==> src/logic/scbd_pkg.sv <==
package scbd_pkg;
  // Opcode digit fields of the first instruction word
  localparam int H1_MSB = 15;
  localparam int H2_MSB = 11;
  localparam int H3_MSB = 7;
  localparam int H4_MSB = 3;
  // Group selectors in the second and third digits
  localparam logic [3:0] H2_DEC_BR = 4'h3;
  localparam logic [3:0] H2_FLT_LG = 4'h4;
  localparam logic [3:0] H2_FLT_EQ = 4'h5;
  localparam logic [3:0] H2_FLT_GT = 4'h6;
  localparam logic [3:0] H2_GENERIC = 4'h0;
  localparam logic [3:0] H3_COMMERCIAL = 4'h2;
  // Generic fourth digit codes
  localparam logic [3:0] GEN_HALT = 4'h0;
  localparam logic [3:0] GEN_CALL = 4'h1;
  localparam logic [3:0] GEN_BRK = 4'h2;
  localparam logic [3:0] GEN_RTT = 4'h3;
  localparam logic [3:0] GEN_CLK_ON = 4'h4;
  localparam logic [3:0] GEN_CLK_OFF = 4'h5;
  localparam logic [3:0] GEN_WDT_ON = 4'h6;
  localparam logic [3:0] GEN_WDT_OFF = 4'h7;
  localparam logic [3:0] GEN_VALID = 4'hB;
  localparam logic [3:0] GEN_DB_LOAD = 4'hC;
  localparam logic [3:0] GEN_DB_STORE = 4'hD;
  // Commercial fourth digit codes (second digit 0, third digit 2)
  localparam logic [3:0] COM_TRANSLATE = 4'h3;
  localparam logic [3:0] COM_MULTIPLY = 4'h9;
  localparam logic [3:0] COM_ADD = 4'hC;
  localparam logic [3:0] COM_SUBTRACT = 4'hD;
  localparam logic [3:0] COM_SHIFT = 4'hE;
  // Floating operand forms, first digit 8+r, second digit
  localparam logic [3:0] FOP_ZERO_TEST = 4'h8;
  localparam logic [3:0] FOP_NEG_TWO = 4'h9;
  localparam logic [3:0] FOP_ADD = 4'h9;
  localparam logic [3:0] FOP_SUB = 4'hC;
  localparam logic [3:0] FOP_MUL = 4'hC;
  localparam logic [3:0] FOP_DIV = 4'hC;
  localparam logic [3:0] FOP_NEG_FOUR = 4'hC;
  localparam logic [3:0] FOP_SWAP = 4'hD;
  localparam int TRANSLATE_TABLE_BYTES = 256;
  // Accumulator width and sign position
  localparam int ACC_W = 64;
  localparam int ACC_SIGN = 63;
  typedef enum logic [3:0] {
    SCBD_OP_NONE, SCBD_OP_ADD, SCBD_OP_SUB, SCBD_OP_MUL, SCBD_OP_DIV,
    SCBD_OP_LOAD, SCBD_OP_STORE, SCBD_OP_SWAP, SCBD_OP_CMP,
    SCBD_OP_CMPZ2, SCBD_OP_CMPZ4, SCBD_OP_NEG2, SCBD_OP_NEG4
  } scbd_fop_t;
  typedef enum logic [2:0] {
    SCBD_DOP_NONE, SCBD_DOP_ADD, SCBD_DOP_SUB, SCBD_DOP_MUL,
    SCBD_DOP_SHIFT, SCBD_DOP_TRANSLATE
  } scbd_dop_t;
endpackage

==> src/logic/scbd_decode.sv <==
`timescale 1ns/1ps
`default_nettype none
//
// Function
// - Branch on underflow, precision or significance flag set; complements on clear.
// - Float compare and zero tests produce greater and less flags.
// - Float negate flips only the sign bit of the operand.
// - Float arithmetic writes the accumulator; load, store, swap move data.
// - Decimal branches test greater and less flags with six senses.
// - Branch on overflow, truncation or sign-fault flag; complements on clear.
// - Wait stalls until decimal unit idle; wait-jump then branches always.
// - Decimal add, subtract, multiply write result to second descriptor.
// - Left and right shift forms decode as the one shift opcode.
// - Shift direction word bit 0: zero left, one right.
// - Translate move uses 256-byte table from the third descriptor.
// - Generic opcodes decoded from fourth digit with leading zeros.
// - Indicator branches: first digit zero, third digit high bit complements.
// - Decimal branches: second digit 3, first digit 1..7 selects pair.
// - Float branches: second digit 4..6, first digit register or 4; first digit 5..7 only with second digit 4.
module scbd_decode (
  // Clock and reset
  input wire logic clk,
  input wire logic rst,
  // Instruction word in
  input wire logic instr_valid,
  input wire logic [15:0] instr_word,
  // Condition sources
  input wire logic float_greater_flag,
  input wire logic float_less_flag,
  input wire logic exponent_underflow_flag,
  input wire logic precision_error_flag,
  input wire logic significance_loss_flag,
  input wire logic [scbd_pkg::ACC_W-1:0] float_accumulator,
  input wire logic dec_greater_flag,
  input wire logic dec_less_flag,
  input wire logic result_too_large_flag,
  input wire logic cut_short_flag,
  input wire logic sign_fault_flag,
  input wire logic decimal_unit_busy,
  // Second shift control word sent with the decimal shift
  input wire logic [15:0] shift_control_two,
  // Float compare data path
  input wire logic [scbd_pkg::ACC_W-1:0] float_memory_operand,
  // Decoded outputs
  output logic branch_take,
  output logic stall,
  output logic [15:0] generic_onehot,
  output logic [3:0] float_op,
  output logic [1:0] float_acc_sel,
  output logic [2:0] decimal_op,
  output logic shift_direction_word,
  output logic [8:0] translate_table_bytes,
  output logic cmp_greater,
  output logic cmp_less,
  output logic [scbd_pkg::ACC_W-1:0] negated_operand
);
  // ------------------------------------------------------------
  // Field split
  // ------------------------------------------------------------
  wire logic [3:0] h1 = instr_word[15:12];
  wire logic [3:0] h2 = instr_word[11:8];
  wire logic [3:0] h3 = instr_word[7:4];
  wire logic [3:0] h4 = instr_word[3:0];
  wire logic cpl = h3[3];

  function automatic logic pick(input logic sense, input logic cond);
    pick = cpl_xor(sense, cond);
  endfunction
  function automatic logic cpl_xor(input logic s, input logic c);
    cpl_xor = s ? ~c : c;
  endfunction

  // ------------------------------------------------------------
  // Condition evaluation
  // ------------------------------------------------------------
  wire logic acc_sign = float_accumulator[scbd_pkg::ACC_SIGN];
  wire logic acc_frac_zero =
    (float_accumulator[scbd_pkg::ACC_SIGN-1:0] == '0);
  wire logic acc_neg = acc_sign & ~acc_frac_zero;
  wire logic acc_pos = ~acc_sign & ~acc_frac_zero;
  wire logic f_neq = float_greater_flag | float_less_flag;
  wire logic d_neq = dec_greater_flag | dec_less_flag;

  // register forms need h1 of 1..3; h1 zero is an indicator branch
  wire logic f_reg = ~h1[3] & ~h1[2] & (h1[1:0] != 2'h0);
  wire logic f_ind = ~h1[3] & h1[2];
  wire logic f_grp = (h2 == scbd_pkg::H2_FLT_LG) |
                     (h2 == scbd_pkg::H2_FLT_EQ) |
                     (h2 == scbd_pkg::H2_FLT_GT);
  logic f_cond;
  always_comb begin
    f_cond = 1'b0;
    case (h2)
      scbd_pkg::H2_FLT_LG: begin
        case (h1[1:0])
          2'h0: f_cond = f_reg ? acc_neg : float_less_flag;
          2'h1: f_cond = precision_error_flag;
          2'h2: f_cond = significance_loss_flag;
          default: f_cond = exponent_underflow_flag;
        endcase
        if (f_reg) f_cond = acc_neg;
      end
      scbd_pkg::H2_FLT_EQ: f_cond = f_reg ? acc_frac_zero : ~f_neq;
      scbd_pkg::H2_FLT_GT: f_cond = f_reg ? acc_pos : float_greater_flag;
      default: f_cond = 1'b0;
    endcase
  end
  wire logic f_valid = f_grp & (f_reg | (f_ind &
    ((h2 == scbd_pkg::H2_FLT_LG) | (h1[1:0] == 2'h0))));

  wire logic d_grp = (h2 == scbd_pkg::H2_DEC_BR) & ~h1[3] &
                     (h1[2:0] != 3'h0);
  logic d_cond;
  always_comb begin
    d_cond = 1'b0;
    case (h1[2:0])
      3'h1: d_cond = result_too_large_flag;
      3'h2: d_cond = cut_short_flag;
      3'h3: d_cond = sign_fault_flag;
      3'h4: d_cond = cpl;
      3'h5: d_cond = d_neq;
      3'h6: d_cond = dec_greater_flag;
      3'h7: d_cond = dec_less_flag;
      default: d_cond = 1'b0;
    endcase
  end
  wire logic d_wait = d_grp & (h1[2:0] == 3'h4);
  // complement sense from third digit, except the wait pair
  wire logic d_take = d_wait ? d_cond : pick(cpl, d_cond);

  // ------------------------------------------------------------
  // Generic and commercial operation decode
  // ------------------------------------------------------------
  wire logic lead_zero = (h1 == 4'h0) & (h2 == scbd_pkg::H2_GENERIC);
  wire logic gen_hit = lead_zero & (h3 == 4'h0);
  wire logic com_hit = lead_zero & (h3 == scbd_pkg::H3_COMMERCIAL);
  logic [2:0] dop;
  always_comb begin
    dop = scbd_pkg::SCBD_DOP_NONE;
    if (com_hit) begin
      case (h4)
        scbd_pkg::COM_ADD: dop = scbd_pkg::SCBD_DOP_ADD;
        scbd_pkg::COM_SUBTRACT: dop = scbd_pkg::SCBD_DOP_SUB;
        scbd_pkg::COM_MULTIPLY: dop = scbd_pkg::SCBD_DOP_MUL;
        // both shift forms arrive as this opcode
        scbd_pkg::COM_SHIFT: dop = scbd_pkg::SCBD_DOP_SHIFT;
        scbd_pkg::COM_TRANSLATE: dop = scbd_pkg::SCBD_DOP_TRANSLATE;
        default: dop = scbd_pkg::SCBD_DOP_NONE;
      endcase
    end
  end

  // float operand forms, first digit 8+r
  wire logic fl_row = h1[3];
  logic [3:0] fop;
  always_comb begin
    fop = scbd_pkg::SCBD_OP_NONE;
    if (fl_row) begin
      case ({h2, cpl})
        {4'h8, 1'b1}: fop = (h1[2:0] == 3'h0) ? scbd_pkg::SCBD_OP_CMPZ2 :
                      (h1[2:0] == 3'h1) ? scbd_pkg::SCBD_OP_CMP :
                                          scbd_pkg::SCBD_OP_LOAD;
        {4'h9, 1'b1}: fop = (h1[2:0] == 3'h0) ? scbd_pkg::SCBD_OP_NEG2 :
                      (h1[2:0] == 3'h1) ? scbd_pkg::SCBD_OP_SUB :
                                          scbd_pkg::SCBD_OP_ADD;
        {4'hC, 1'b0}: fop = (h1[2:0] == 3'h0) ? scbd_pkg::SCBD_OP_NEG4 :
                      (h1[2:0] == 3'h1) ? scbd_pkg::SCBD_OP_MUL :
                                          scbd_pkg::SCBD_OP_DIV;
        {4'hD, 1'b0}: fop = (h1[2:0] == 3'h1) ? scbd_pkg::SCBD_OP_SWAP :
                                          scbd_pkg::SCBD_OP_STORE;
        {4'h8, 1'b0}: fop = (h1[2:0] == 3'h0) ? scbd_pkg::SCBD_OP_CMPZ4 :
                                          scbd_pkg::SCBD_OP_NONE;
        default: fop = scbd_pkg::SCBD_OP_NONE;
      endcase
    end
  end

  // compare, magnitude by sign then fraction
  wire logic [scbd_pkg::ACC_W-1:0] cmp_a = (fop == scbd_pkg::SCBD_OP_CMP) ?
    float_accumulator : float_memory_operand;
  wire logic [scbd_pkg::ACC_W-1:0] cmp_b = (fop == scbd_pkg::SCBD_OP_CMP) ?
    float_memory_operand : '0;
  wire logic a_neg = cmp_a[scbd_pkg::ACC_SIGN];
  wire logic b_neg = cmp_b[scbd_pkg::ACC_SIGN];
  wire logic [scbd_pkg::ACC_W-2:0] a_mag = cmp_a[scbd_pkg::ACC_W-2:0];
  wire logic [scbd_pkg::ACC_W-2:0] b_mag = cmp_b[scbd_pkg::ACC_W-2:0];
  wire logic a_z = (a_mag == '0);
  wire logic b_z = (b_mag == '0);
  wire logic mag_gt = a_mag > b_mag;
  wire logic mag_lt = a_mag < b_mag;
  wire logic gt_c = (a_z & b_z) ? 1'b0 :
    (a_neg != b_neg) ? ((~a_neg & ~a_z) | (b_neg & a_z)) :
    (a_neg ? mag_lt : mag_gt);
  wire logic lt_c = (a_z & b_z) ? 1'b0 : ~gt_c & (cmp_a != cmp_b) &
    ~((a_neg != b_neg) & a_z & b_z);
  wire logic is_cmp = (fop == scbd_pkg::SCBD_OP_CMP) |
    (fop == scbd_pkg::SCBD_OP_CMPZ2) | (fop == scbd_pkg::SCBD_OP_CMPZ4);
  wire logic is_neg = (fop == scbd_pkg::SCBD_OP_NEG2) |
    (fop == scbd_pkg::SCBD_OP_NEG4);

  // ------------------------------------------------------------
  // Output registers
  // ------------------------------------------------------------
  wire logic take_nxt = instr_valid &
    ((f_valid & pick(cpl, f_cond)) | (d_grp & d_take));
  // hold while the decimal unit is busy
  wire logic stall_nxt = instr_valid & d_wait & decimal_unit_busy;
  always_ff @(posedge clk or posedge rst) begin
    if (rst) begin
      branch_take <= 1'b0;
      stall <= 1'b0;
      generic_onehot <= 16'h0000;
      float_op <= 4'h0;
      float_acc_sel <= 2'h0;
      decimal_op <= 3'h0;
      shift_direction_word <= 1'b0;
      translate_table_bytes <= 9'h000;
      cmp_greater <= 1'b0;
      cmp_less <= 1'b0;
      negated_operand <= '0;
    end else begin
      branch_take <= take_nxt & ~stall_nxt;
      stall <= stall_nxt;
      generic_onehot <= (instr_valid & gen_hit) ? (16'h0001 << h4) : 16'h0000;
      float_op <= instr_valid ? fop : 4'h0;
      float_acc_sel <= h1[1:0];
      decimal_op <= instr_valid ? dop : 3'h0;
      // direction bit 0 of the shift word, 1 means right
      shift_direction_word <= instr_valid & (dop == scbd_pkg::SCBD_DOP_SHIFT)
        & shift_control_two[0];
      translate_table_bytes <=
        (instr_valid & (dop == scbd_pkg::SCBD_DOP_TRANSLATE)) ?
        9'(scbd_pkg::TRANSLATE_TABLE_BYTES) : 9'h000;
      if (instr_valid & is_cmp) begin
        cmp_greater <= gt_c;
        cmp_less <= lt_c;
      end
      negated_operand <= (instr_valid & is_neg) ? (float_memory_operand ^
        {1'b1, {(scbd_pkg::ACC_W-1){1'b0}}}) : float_memory_operand;
    end
  end

  // ------------------------------------------------------------
  // Checks
  // ------------------------------------------------------------
  acc_zero_a: assert property (@(posedge clk) disable iff (rst)
    (instr_valid && h1 == 4'h1 && h2 == 4'h5 && !cpl) |=>
      (branch_take == $past(acc_frac_zero)))
    else $error("accumulator zero branch wrong");
  dec_wait_a: assert property (@(posedge clk) disable iff (rst)
    (instr_valid && d_wait && decimal_unit_busy) |=> (stall && !branch_take))
    else $error("wait did not stall");
  float_less_a: assert property (@(posedge clk) disable iff (rst)
    (instr_valid && h1 == 4'h4 && h2 == 4'h4) |=>
      (branch_take == ($past(float_less_flag) ^ $past(cpl))))
    else $error("float less branch wrong");
  dec_fault_a: assert property (@(posedge clk) disable iff (rst)
    (instr_valid && h1 == 4'h3 && h2 == 4'h3) |=>
      (branch_take == ($past(sign_fault_flag) ^ $past(cpl))))
    else $error("sign fault branch wrong");
  gen_halt_a: assert property (@(posedge clk) disable iff (rst)
    (instr_valid && instr_word == 16'h0000) |=> (generic_onehot == 16'h0001))
    else $error("halt not decoded");
  neg_sign_a: assert property (@(posedge clk) disable iff (rst)
    (instr_valid && is_neg) |=>
      ((negated_operand[scbd_pkg::ACC_SIGN] !=
        $past(float_memory_operand[scbd_pkg::ACC_SIGN])) &&
       (negated_operand[scbd_pkg::ACC_W-2:0] ==
        $past(float_memory_operand[scbd_pkg::ACC_W-2:0]))))
    else $error("negate must flip only the sign");
  dec_eq_a: assert property (@(posedge clk) disable iff (rst)
    (instr_valid && h1 == 4'h5 && h2 == 4'h3) |=>
      (branch_take == ($past(d_neq) ^ $past(cpl))))
    else $error("decimal equal branch wrong");
  shift_op_a: assert property (@(posedge clk) disable iff (rst)
    (instr_valid && instr_word == 16'h002E) |=>
      (decimal_op == scbd_pkg::SCBD_DOP_SHIFT))
    else $error("shift not decoded");
  shift_dir_a: assert property (@(posedge clk) disable iff (rst)
    (instr_valid && instr_word == 16'h002E) |=>
      (shift_direction_word == $past(shift_control_two[0])))
    else $error("shift direction wrong");
  cmp_zero_a: assert property (@(posedge clk) disable iff (rst)
    (instr_valid && (fop == scbd_pkg::SCBD_OP_CMPZ2 ||
      fop == scbd_pkg::SCBD_OP_CMPZ4) &&
      float_memory_operand[scbd_pkg::ACC_W-2:0] == '0) |=>
      (!cmp_greater && !cmp_less))
    else $error("zero compare not equal");
  table_size_a: assert property (@(posedge clk) disable iff (rst)
    (instr_valid && instr_word == 16'h0023) |=>
      (translate_table_bytes == 9'(scbd_pkg::TRANSLATE_TABLE_BYTES)))
    else $error("translate table size wrong");
endmodule // scbd_decode
`default_nettype wire

==> config.mk <==
export PLATFORM = sky130hd
export DESIGN_NAME = scbd_decode
export DESIGN_NICKNAME = d
export VERILOG_FILES = /design/src/logic/scbd_pkg.sv /design/src/logic/scbd_decode.sv
export SDC_FILE = /design/constraint.sdc
export NUM_CORES = 1
export LEC_CHECK = 0
export BUFFER_PORTS_ARGS = -buffer_cell sky130_fd_sc_hd__buf_4
export CAP_MARGIN = 20
export CORE_MARGIN = 4
export CORE_UTILIZATION = 43
export CTS_BUF_LIST = sky130_fd_sc_hd__clkbuf_8 sky130_fd_sc_hd__clkbuf_16
export DETAILED_ROUTE_END_ITERATION = 16
export PLACE_DENSITY = 0.77
export SETUP_SLACK_MARGIN = 0.05
export SLEW_MARGIN = 20
export SYNTH_ARGS = -nofsm -noshare
export SYNTH_HDL_FRONTEND = slang
export SYNTH_SLANG_ARGS = --single-unit
export TNS_END_PERCENT = 100
==> constraint.sdc <==
create_clock -name clk -period 3.4 [get_ports clk]
set_input_delay 1.02 -clock clk [delete_from_list [all_inputs] [get_ports clk]]
set_output_delay 1.02 -clock clk [all_outputs]
set_load 0.1 [all_outputs]
==> flow_summary.rst, run 1 <==
.. list-table::
   :header-rows: 1

   * - Metric
     - Value
   * - TritonCTS clock tree
     - done
   * - Total clock buffers created by CTS
     - 9
   * - Root buffer selected by CTS
     - sky130_fd_sc_hd__clkbuf_16
   * - Required time of the critical path
     - 3.64 ns
   * - Final-report hold violation count
     - 0
   * - Cell count after placement
     - 1103
   * - Pre-Repair DR Iteration Count
     - 5
   * - CP startpoint kind
     - input pin
   * - Failing checks
     - setup timing
   * - Combined global-route utilization of all metal layers
     - 26.5%
   * - Number of filler instances in the final layout
     - between 1k and 1.5k
   * - Maximum number of pins on one net before global-route repair
     - 96
   * - Initial DRC Count
     - between 300 and 400
   * - Ant. Diodes
     - 0
   * - Final worst-path cycle share
     - 122%
   * - Number of max-cap violations
     - 0
   * - Outcome
     - complete, but fails checks
   * - Routability congestion estimate from global placement
     - 0.887
   * - Final nets
     - around 1.2k
   * - Area of the mapped netlist
     - 6030 sq um
   * - Via density per instance
     - roughly 5.6
   * - Horizontal die dimension
     - 126 microns
   * - Fin Clk Skew
     - 0 ns
   * - Number of clock sinks
     - 95
   * - Ratio of cells with drive above 1 in the final layout
     - 47.9%
   * - Primary flip-flop cell chosen by synthesis mapping
     - sky130_fd_sc_hd__dfrtp_1
   * - Post-route setup slack
     - -0.734 ns
   * - Avg Cell Area, Syn
     - approximately 9.8 sq um
   * - Top-level I/O count
     - roughly 280
   * - Via count of the routed design
     - 6317
   * - Number of remaining DRC errors
     - 0
   * - Depth of the CTS H-tree
     - 3
   * - Non-Filler Instances
     - 1133
   * - Congestion Overflow GR
     - 0
   * - Tmin final
     - 4.13 ns
   * - P&R area growth vs syn
     - 56.2%
   * - Overall power of the completed layout
     - 3.25 mW
   * - Finished Core Util
     - between 60% and 70%
   * - Area enclosed by the die boundary
     - 16000 sq um
   * - Total of warnings raised by yosys
     - 0
   * - Critical path class
     - input pin to flop
   * - Type of the worst min-delay path
     - flop to flop
   * - Relative max-transition margin
     - 61.2%
   * - Distinct cell type count after synthesis
     - just under 60
   * - Cts hold-fix bufs
     - 0
   * - Starting density of the core
     - ~45%
   * - Fmax
     - approximately 240 MHz
   * - Standby leakage power
     - 4.33 nW
   * - Transition time at the pin with the least slew margin
     - between 0.5 and 0.6 ns
   * - Pins over their slew limit
     - 0
   * - Post-detailed-routing wire length
     - 22300 microns
   * - Worst slack on hold paths
     - 0.505 ns
   * - Y dimension of the die
     - 126 microns
   * - Remaining antenna violation count after routing
     - 0
   * - Count of flip-flops with a built-in enable after synthesis
     - 0
   * - Wire length of the first global-routing pass
     - 33400 microns
   * - Data arrival time at the worst-slack endpoint
     - between 4 and 5 ns
   * - Count of input and output buffers
     - 253
   * - Post-detailed-placement half-perimeter wirelength
     - 17400 microns
   * - Slowest cell delay on critical path
     - 0.59 ns
   * - Largest fanout of any net on the critical path
     - 5
   * - Clock slew seen by the registers of the worst setup and hold paths
     - 0.07 ns
   * - Cells along the critical path
     - buf_6 > nor4b_4 > buf_6 > nand3_4 > clkbuf_16 > mux2_4 > ha_4 > nand3_4 > nor4_4 > nand4_1 > nor3_2 > nand4_1 > or4_4 > a41oi_2 > o31ai_2
   * - Initial antenna violation count
     - 0
   * - Pwr per Cell Area
     - 345 nW/um^2
   * - Via count of the first global-routing pass
     - 6302
   * - Post-synthesis sequential area ratio
     - between 30 and 40%
   * - Cell with the biggest individual delay on the critical path
     - sky130_fd_sc_hd__or4_4
   * - Post-synthesis register bit count
     - 95
   * - Later-pin clock latency in the skew report
     - between 0.3 and 0.4 ns
   * - Number of buffers between clock root and the deepest sink
     - 2
   * - Number of setup violations in the final report
     - 2
   * - Core Footprint
     - 13500 sq um
   * - Post-synthesis async set-or-reset flop share
     - 100%
   * - Endpoint kind of the worst setup timing path
     - flop
   * - Standard-cell rows
     - 42
   * - Worst voltage drop across the vdd grid
     - 233 uV
   * - Synthesized instance count
     - around 620
   * - RSZ-0062 raised after global routing
     - true
   * - Wire length per cell
     - 19.7 microns
==> timing repair <==
action | 4_1_cts | 5_1_grt
resized for setup | 6 | 25
setup buffers | 3 | 8
gates cloned | 0 | 3
pin swaps | 5 | 14
setup endpoints to repair | 2 | 2
==> flip-flops by register name, summed over array words and instances, names as in the netlist <==
signal / count
float_acc_sel: 2
stall: 1
cmp_greater: 1
cmp_less: 1
branch_take: 1
translate_table_bytes: 1
shift_direction_word: 1
decimal_op: 3
generic_onehot: 16
negated_operand: 64
float_op: 4
==> Yosys cell counts (all sizes together) (2+ instances only) <==
cell    count  area [sq um]
dfrtp      95          2380
nand2      91           342
mux2       62           698
ha         61           763
nor4       38           238
nor2       35           131
a21oi      22           110
o21ai      20           100
nand3      19          95.1
buf        17           123
clkbuf     17          65.1
nand4      17           106
nor3       17          85.1
and3        9          56.3
a211oi      8          60.1
inv         8          30.0
a21o        7          52.6
nand2b      6          37.5
o211ai      6          45.0
nand3b      5          37.5
or4         5          37.5
a31oi       4          25.0
and2        4          25.0
xnor2       4          35.0
nor2b       3          18.8
nor3b       3          22.5
a221o       2          20.0
a41oi       2          17.5
and3b       2          17.5
mux2i       2          20.0
nor4b       2          32.5
o21a        2          15.0
o31ai       2          15.0
==> worst max-delay path, delay by kind of cell <==
family                     cells  cell delay, ns
AOI/OAI and AO/OA              2            0.25
adders and majority gates      1            0.29
buffers and inverters          3            0.48
muxes                          1            0.31
and+or+nand+nor                8            2.02
==> metal layers <==
metal / GRT usage [%] / part of all wire (%)
met5: 0 / 0
met4: 9.97 / 3.0
met3: 6.73 / 8.7
met2: 44.0 / 48
met1: 33.4 / 40
==> cells by family (layout without fill, tap and decap cells) <==
| logic type | count (synthesis) | count (layout) | share of synthesized area [%] |
|---|---|---|---|
| DFF | 95 | 95 | 39.5 |
| muxes | 65 | 65 | 12.3 |
| AOI/OAI and AO/OA | 88 | 88 | 9.53 |
| xor gates and xnor gates | 4 | 4 | 0.581 |
| buffers and inverters | 42 | 376 | 3.61 |
| adders and majority gates | 61 | 61 | 12.7 |
| other | 1 | 8 | 0.0622 |
| and+or+nand+nor | 260 | 260 | 21.8 |
==> cells in the final DEF (no fill, tap or decap), drive strengths merged, types with 2 or more instances in the layout <==
| cell | count |
|---|---|
| buf | 350 |
| or4 | 5 |
| conb | 8 |
| mux2i | 2 |
| and3b | 2 |
| nor4b | 2 |
| nor3 | 17 |
| nand2b | 6 |
| o211ai | 6 |
| clkinv | 3 |
| xnor2 | 4 |
| a41oi | 2 |
| nand4 | 17 |
| o21ai | 20 |
| nor2 | 35 |
| o21a | 2 |
| clkbuf | 11 |
| nor2b | 3 |
| ha | 61 |
| a221o | 2 |
| a31oi | 4 |
| nor3b | 3 |
| a21o | 7 |
| dfrtp | 95 |
| nand2 | 91 |
| and3 | 9 |
| o31ai | 2 |
| nor4 | 38 |
| and2 | 4 |
| a211oi | 8 |
| nand3b | 5 |
| mux2 | 62 |
| a21oi | 22 |
| inv | 10 |
| nand3 | 19 |
==> worst paths after layout <==
path                           startpoint                  to  cells after the start  slack (ns)
setup reg to reg              cmp_greater         cmp_greater                      2        2.75
setup / recovery           instr_word[13]            cmp_less                     15       -0.73
min in group asynchronous             rst  generic_onehot[12]                      3        0.81
hold / removal                cmp_greater         cmp_greater                      2        0.51
hold reg to reg               cmp_greater         cmp_greater                      2        0.51
max in group asynchronous             rst  negated_operand[5]                      3        2.21
==> per-stage QoR <==
| stage | setup slack [ns] | cell area, sq um | TNS, ns |
|---|---|---|---|
| finish | -0.734 | 9410 | -1.43 |
| global route | -0.820 | 9410 | -1.61 |
| CTS | -0.672 | 9120 | -1.26 |
| detailed placement | -1.25 | 8750 | -2.42 |
| global placement | -1.11 | 8750 | -2.18 |
| floorplan | -0.712 | 6130 | -1.39 |
==> power breakdown <==
group	switching [mW]	internal [mW]	leakage, nW	total, mW
clock	0.494	0.588	0.155	1.08
combinational	0.644	0.342	3.00	0.986
sequential	0.0132	1.17	1.17	1.18
==> layout make-up <==
| type | instances | area [sq um] | share of cell area, % |
|---|---|---|---|
| multi-input cells | 486 | 3680 | 39.1 |
| repair buffers | 352 | 2780 | 29.6 |
| flip-flops and latches | 95 | 2380 | 25.3 |
| clock buffers | 9 | 225 | 2.39 |
| well taps | 176 | 220 | 2.34 |
| clock inverters | 7 | 88.8 | 0.944 |
| inverters | 8 | 33.8 | 0.359 |
(Power assumes the default switching activity.)
==> run 2: changes to the inputs <==
- ABC_AREA: unset -> 1
- CORE_UTILIZATION: 43 -> 44
- MAX_ROUTING_LAYER: unset -> met4
- PLACE_DENSITY: 0.77 -> 0.78
==> run 2 against run 1 <==
Largest cell class unchanged. Core utilization up 5.4 points. Area after synthesis up 6.7%. Via count up 21%. The run still ends with setup timing left. Highest routed layer unchanged.
==> flow_summary.rst, run 2 <==
.. list-table::
   :header-rows: 1

   * - Metric
     - Value
   * - Top cells by area in the synthesized netlist
     - sky130_fd_sc_hd__dfrtp_1, sky130_fd_sc_hd__nand2_1, sky130_fd_sc_hd__ha_1
   * - Y dimension of the die
     - 129 microns (+2.0%)
   * - TritonCTS clock tree
     - done
   * - Post-synthesis sequential area ratio
     - 37.0% (-2.5 points)
   * - Post-route setup slack
     - -0.564 ns (+0.169 ns)
   * - Area of the mapped netlist
     - 6430 sq um (+6.7%)
   * - Initial antenna violation count
     - 0 (unchanged)
   * - Root buffer selected by CTS
     - sky130_fd_sc_hd__clkbuf_16
   * - Maximum number of pins on one net before global-route repair
     - 96 (unchanged)
   * - Placed Area
     - 9570 sq um (+9.4%)
   * - Number of max-cap violations
     - 0 (unchanged)
   * - Depth of the worst register-to-register path
     - 2 (unchanged)
   * - Met2 routed WL
     - 11700 microns (+9.0%)
   * - Number of filler instances in the final layout
     - 1017 (-4.7%)
   * - Crit path launch
     - instr_word[11]
   * - Number of remaining DRC errors
     - 0 (unchanged)
   * - Core Footprint
     - 14100 sq um (+4.4%)
   * - Final-report hold violation count
     - 0 (unchanged)
   * - Remaining antenna violation count after routing
     - 0 (unchanged)
   * - Later-pin clock latency in the skew report
     - 0.36 ns (about the same)
   * - Outcome
     - complete, but fails checks
   * - Count of flip-flops with a built-in enable after synthesis
     - 0 (unchanged)
   * - Routability congestion estimate from global placement
     - 0.953 (+7.5%)
   * - Transition time at the pin with the least slew margin
     - 0.514 ns (-0.0632 ns)
   * - Count of input and output buffers
     - 253 (unchanged)
   * - Number of buffers between clock root and the deepest sink
     - 2 (unchanged)
   * - Required time of the critical path
     - 3.65 ns (about the same)
   * - Register with the most flip-flops
     - negated_operand
   * - Starting density of the core
     - 45.6% (+1.0 points)
   * - Endpoint kind of the worst setup timing path
     - flop
   * - Post-detailed-placement half-perimeter wirelength
     - 17700 microns (+2.0%)
   * - Total clock buffers created by CTS
     - 9 (unchanged)
   * - Wire length per cell
     - 15.9 microns (-19%)
   * - Largest fanout of any net on the critical path
     - 8 (+3)
   * - Via density per instance
     - 5.20 (-6.7%)
   * - Depth of the CTS H-tree
     - 3 (unchanged)
   * - Critical register-to-register path startpoint
     - cmp_less
   * - Hold path cells
     - 2 (unchanged)
   * - Most frequent standard cell in the layout excluding fill and tap cells
     - sky130_fd_sc_hd__buf_4
   * - Library cell occupying the most area in the post-synthesis netlist
     - sky130_fd_sc_hd__dfrtp_1
   * - Critical path class
     - input pin to flop
   * - CP startpoint kind
     - input pin
   * - Source of the worst hold timing path
     - cmp_greater
   * - Most frequent cells in the layout
     - sky130_fd_sc_hd__buf_4, sky130_fd_sc_hd__nand2_1, sky130_fd_sc_hd__dfrtp_1
   * - Length of routed met3 wiring
     - 1530 microns (-21%)
   * - Fmax
     - 252 MHz (+4.3%)
   * - Top-level I/O count
     - 277 (unchanged)
   * - Multi-input gate area
     - 3910 sq um (+6.2%)
   * - Area enclosed by the die boundary
     - 16600 sq um (+4.0%)
   * - Initial DRC Count
     - 511 (+59%)
   * - Most instantiated cells after synthesis
     - sky130_fd_sc_hd__nand2_1, sky130_fd_sc_hd__dfrtp_1, sky130_fd_sc_hd__nor2_1
   * - Pins over their slew limit
     - 0 (unchanged)
   * - Via count of the routed design
     - 7665 (+21%)
   * - Max FFs per register
     - 64 (unchanged)
   * - Regs by FF count
     - negated_operand: 64 flops, generic_onehot: 16 flops, float_op: 4 flops
   * - P&R area growth vs syn
     - 64.6%
   * - Final nets
     - 1523 (+28%)
   * - Post-detailed-routing wire length
     - 23400 microns (+4.9%)
   * - Avg Cell Area, Syn
     - 7.40 sq um (-24%)
   * - Standard-cell rows
     - 43 (+2.4%)
   * - Total of warnings raised by yosys
     - 0 (unchanged)
   * - Post-synthesis async set-or-reset flop share
     - 100% (unchanged)
   * - Synthesized instance count
     - 869 (+41%)
   * - Cell count after placement
     - 1424 (+29%)
   * - Combined global-route utilization of all metal layers
     - 27.4% (+0.92 points)
   * - Standby leakage power
     - 5.46 nW (+26%)
   * - Worst voltage drop across the vdd grid
     - 222 uV (-4.5%)
   * - Post-Route M1 WL
     - 9070 microns (+1.6%)
   * - Fin Clk Skew
     - 0 ns (unchanged)
   * - Register area
     - 2380 sq um (unchanged)
   * - Via count of the first global-routing pass
     - 7459 (+18%)
   * - Failing checks
     - setup timing
   * - Total non-filler cell area in the finished layout
     - 10600 sq um (+12%)
   * - Horizontal die dimension
     - 129 microns (+2.0%)
   * - Relative max-transition margin
     - 65.4% (+4.2 points)
   * - RSZ-0062 raised after global routing
     - true
   * - Tmin final
     - 3.96 ns (-0.169 ns)
   * - Clock slew seen by the registers of the worst setup and hold paths
     - 0.07 ns (about the same)
   * - Endpoint of the worst hold-timing path
     - cmp_greater
   * - Portion of synthesized cell area occupied by the leading cell type
     - 37.0% (-2.5 points)
   * - Wire length of the first global-routing pass
     - 35200 microns (+5.4%)
   * - Ant. Diodes
     - 0 (unchanged)
   * - Final worst-path cycle share
     - 117% (-5.0 points)
   * - Post-synthesis register bit count
     - 95 (unchanged)
   * - Worst reg2reg setup slack
     - 2.73 ns (-0.02 ns)
   * - Ratio of cells with drive above 1 in the final layout
     - 42.2% (-5.7 points)
   * - Type of the worst min-delay path
     - flop to flop
   * - Pwr per Cell Area
     - 312 nW/um^2 (-9.7%)
   * - Highest routed layer
     - met4
   * - Primary flip-flop cell chosen by synthesis mapping
     - sky130_fd_sc_hd__dfrtp_1
   * - FF-to-FF End
     - cmp_less
   * - Number of clock sinks
     - 95 (unchanged)
   * - Pre-Repair DR Iteration Count
     - 5 (unchanged)
   * - Distinct cell type count after synthesis
     - 41 (-31%)
   * - Non-Filler Instances
     - 1473 (+30%)
   * - Leading cell type by number of instances after synthesis
     - sky130_fd_sc_hd__nand2_1
   * - Congestion Overflow GR
     - 0 (unchanged)
   * - Data arrival time at the worst-slack endpoint
     - 4.22 ns (-0.16 ns)
   * - Number of setup violations in the final report
     - 2 (unchanged)
-- run 2: changes by cell type after synthesis, moves of 7 or more --
cell                       before  now
sky130_fd_sc_hd__mux2_2        60    0
sky130_fd_sc_hd__inv_1          8   79
sky130_fd_sc_hd__a21o_1         7    0
sky130_fd_sc_hd__o21ai_1        0    8
sky130_fd_sc_hd__nand3_1       19   31
sky130_fd_sc_hd__a21oi_1       22   35
sky130_fd_sc_hd__and3_1         9    0
sky130_fd_sc_hd__clkbuf_1      16    1
sky130_fd_sc_hd__buf_2          2   15
sky130_fd_sc_hd__nor2_1        35   95
sky130_fd_sc_hd__nand4_1       17   34
sky130_fd_sc_hd__nand2_1       91  266
-- run 2: critical path: stages --
cell and delay (ns):
sky130_fd_sc_hd__buf_4 0.14, sky130_fd_sc_hd__nand2_2 0.09, sky130_fd_sc_hd__inv_2 0.05, sky130_fd_sc_hd__nand3_2 0.12, sky130_fd_sc_hd__nand2_2 0.09, sky130_fd_sc_hd__a21oi_4 0.17
sky130_fd_sc_hd__nand2_2 0.10, sky130_fd_sc_hd__nor2_4 0.16, sky130_fd_sc_hd__buf_6 0.17, sky130_fd_sc_hd__buf_6 0.15, sky130_fd_sc_hd__buf_6 0.13, sky130_fd_sc_hd__buf_4 0.12
sky130_fd_sc_hd__nand2_1 0.06, sky130_fd_sc_hd__nand2_2 0.09, sky130_fd_sc_hd__ha_1 0.26, sky130_fd_sc_hd__a21oi_1 0.25, sky130_fd_sc_hd__a21oi_1 0.12, sky130_fd_sc_hd__a2111oi_2 0.28
sky130_fd_sc_hd__nand2_1 0.10, sky130_fd_sc_hd__nand2_1 0.07, sky130_fd_sc_hd__nand2_1 0.05, sky130_fd_sc_hd__nand2_1 0.06, sky130_fd_sc_hd__nand2_1 0.08, sky130_fd_sc_hd__nand2_1 0.08
sky130_fd_sc_hd__nand2_2 0.06, sky130_fd_sc_hd__nand3b_1 0.08, sky130_fd_sc_hd__nand2_1 0.05
-- run 2: through the flow --
| stage | TNS, ns | util [%] | hold WS, ns | power, mW | worst slack, ns |
|---|---|---|---|---|---|
| floorplan | -1.00 | - | 0.980 | 1.82 | -0.516 |
| global placement | -1.77 | 67.9 | 0.477 | 2.21 | -0.902 |
| detailed placement | -2.00 | 67.9 | 0.493 | 2.22 | -0.999 |
| CTS | -0.938 | 72.8 | 0.512 | 3.28 | -0.479 |
| global route | -1.54 | 75.1 | 0.537 | 3.44 | -0.784 |
| finish | -1.11 | 75.1 | 0.512 | 3.30 | -0.564 |
-- run 2: worst max-delay path by stage --
| stage | cells past startpoint | end | slack, ns |
|---|---|---|---|
| floorplan | 24 | cmp_less | -0.52 |
| global placement | 23 | cmp_less | -0.90 |
| detailed placement | 22 | cmp_greater | -1.0 |
| CTS | 30 | cmp_greater | -0.48 |
| global route | 27 | cmp_greater | -0.78 |
| finish | 27 | cmp_greater | -0.56 |
-- run 2: final cells by class --
class / instances / share of cell area (%)
well taps: 180 / 2.13
inverters: 86 / 3.30
multi-input cells: 664 / 37.0
clock inverters: 7 / 0.674
flip-flops and latches: 95 / 22.5
repair buffers: 432 / 32.4
clock buffers: 9 / 2.13
-- run 2: logic make-up (layout without fill, tap and decap cells) --
family                   after synthesis  in the layout  synth area share (%)
flip-flops                            95             95                  37.0
AND/OR/NAND/NOR                      503            503                  34.5
adder cells (fa/ha/maj)               61             61                  11.9
other                                  1              8                0.0583
buffers and inverters                117            534                  8.23
XOR/XNOR                               1              1                 0.136
AO/OA/AOI/OAI                         91             91                  8.25
-- run 2: what timing repair did --
action	4_1_cts	5_1_grt
pin swaps	32	30
cloned	1	1
buffers inserted	19	12
setup endpoints to repair	2	2
hold endpoints to repair	0	0
gates resized for setup	64	56
hold buffers	0	0
-- run 2: per-layer routing --
metal / vias up / track usage [%]
li1: 3740 / -
met2: 328 / 46.4
met4: 0 / 12.8
met5: - / -
met1: 3516 / 32.0
met3: 81 / 4.07
-- run 2: report_power, final --
part	internal (mW)	switching, mW	leakage, nW
Clock	0.522	0.502	0.148
Combinational	0.378	0.714	4.14
Sequential	1.17	0.0155	1.17
Total	2.07	1.23	5.46
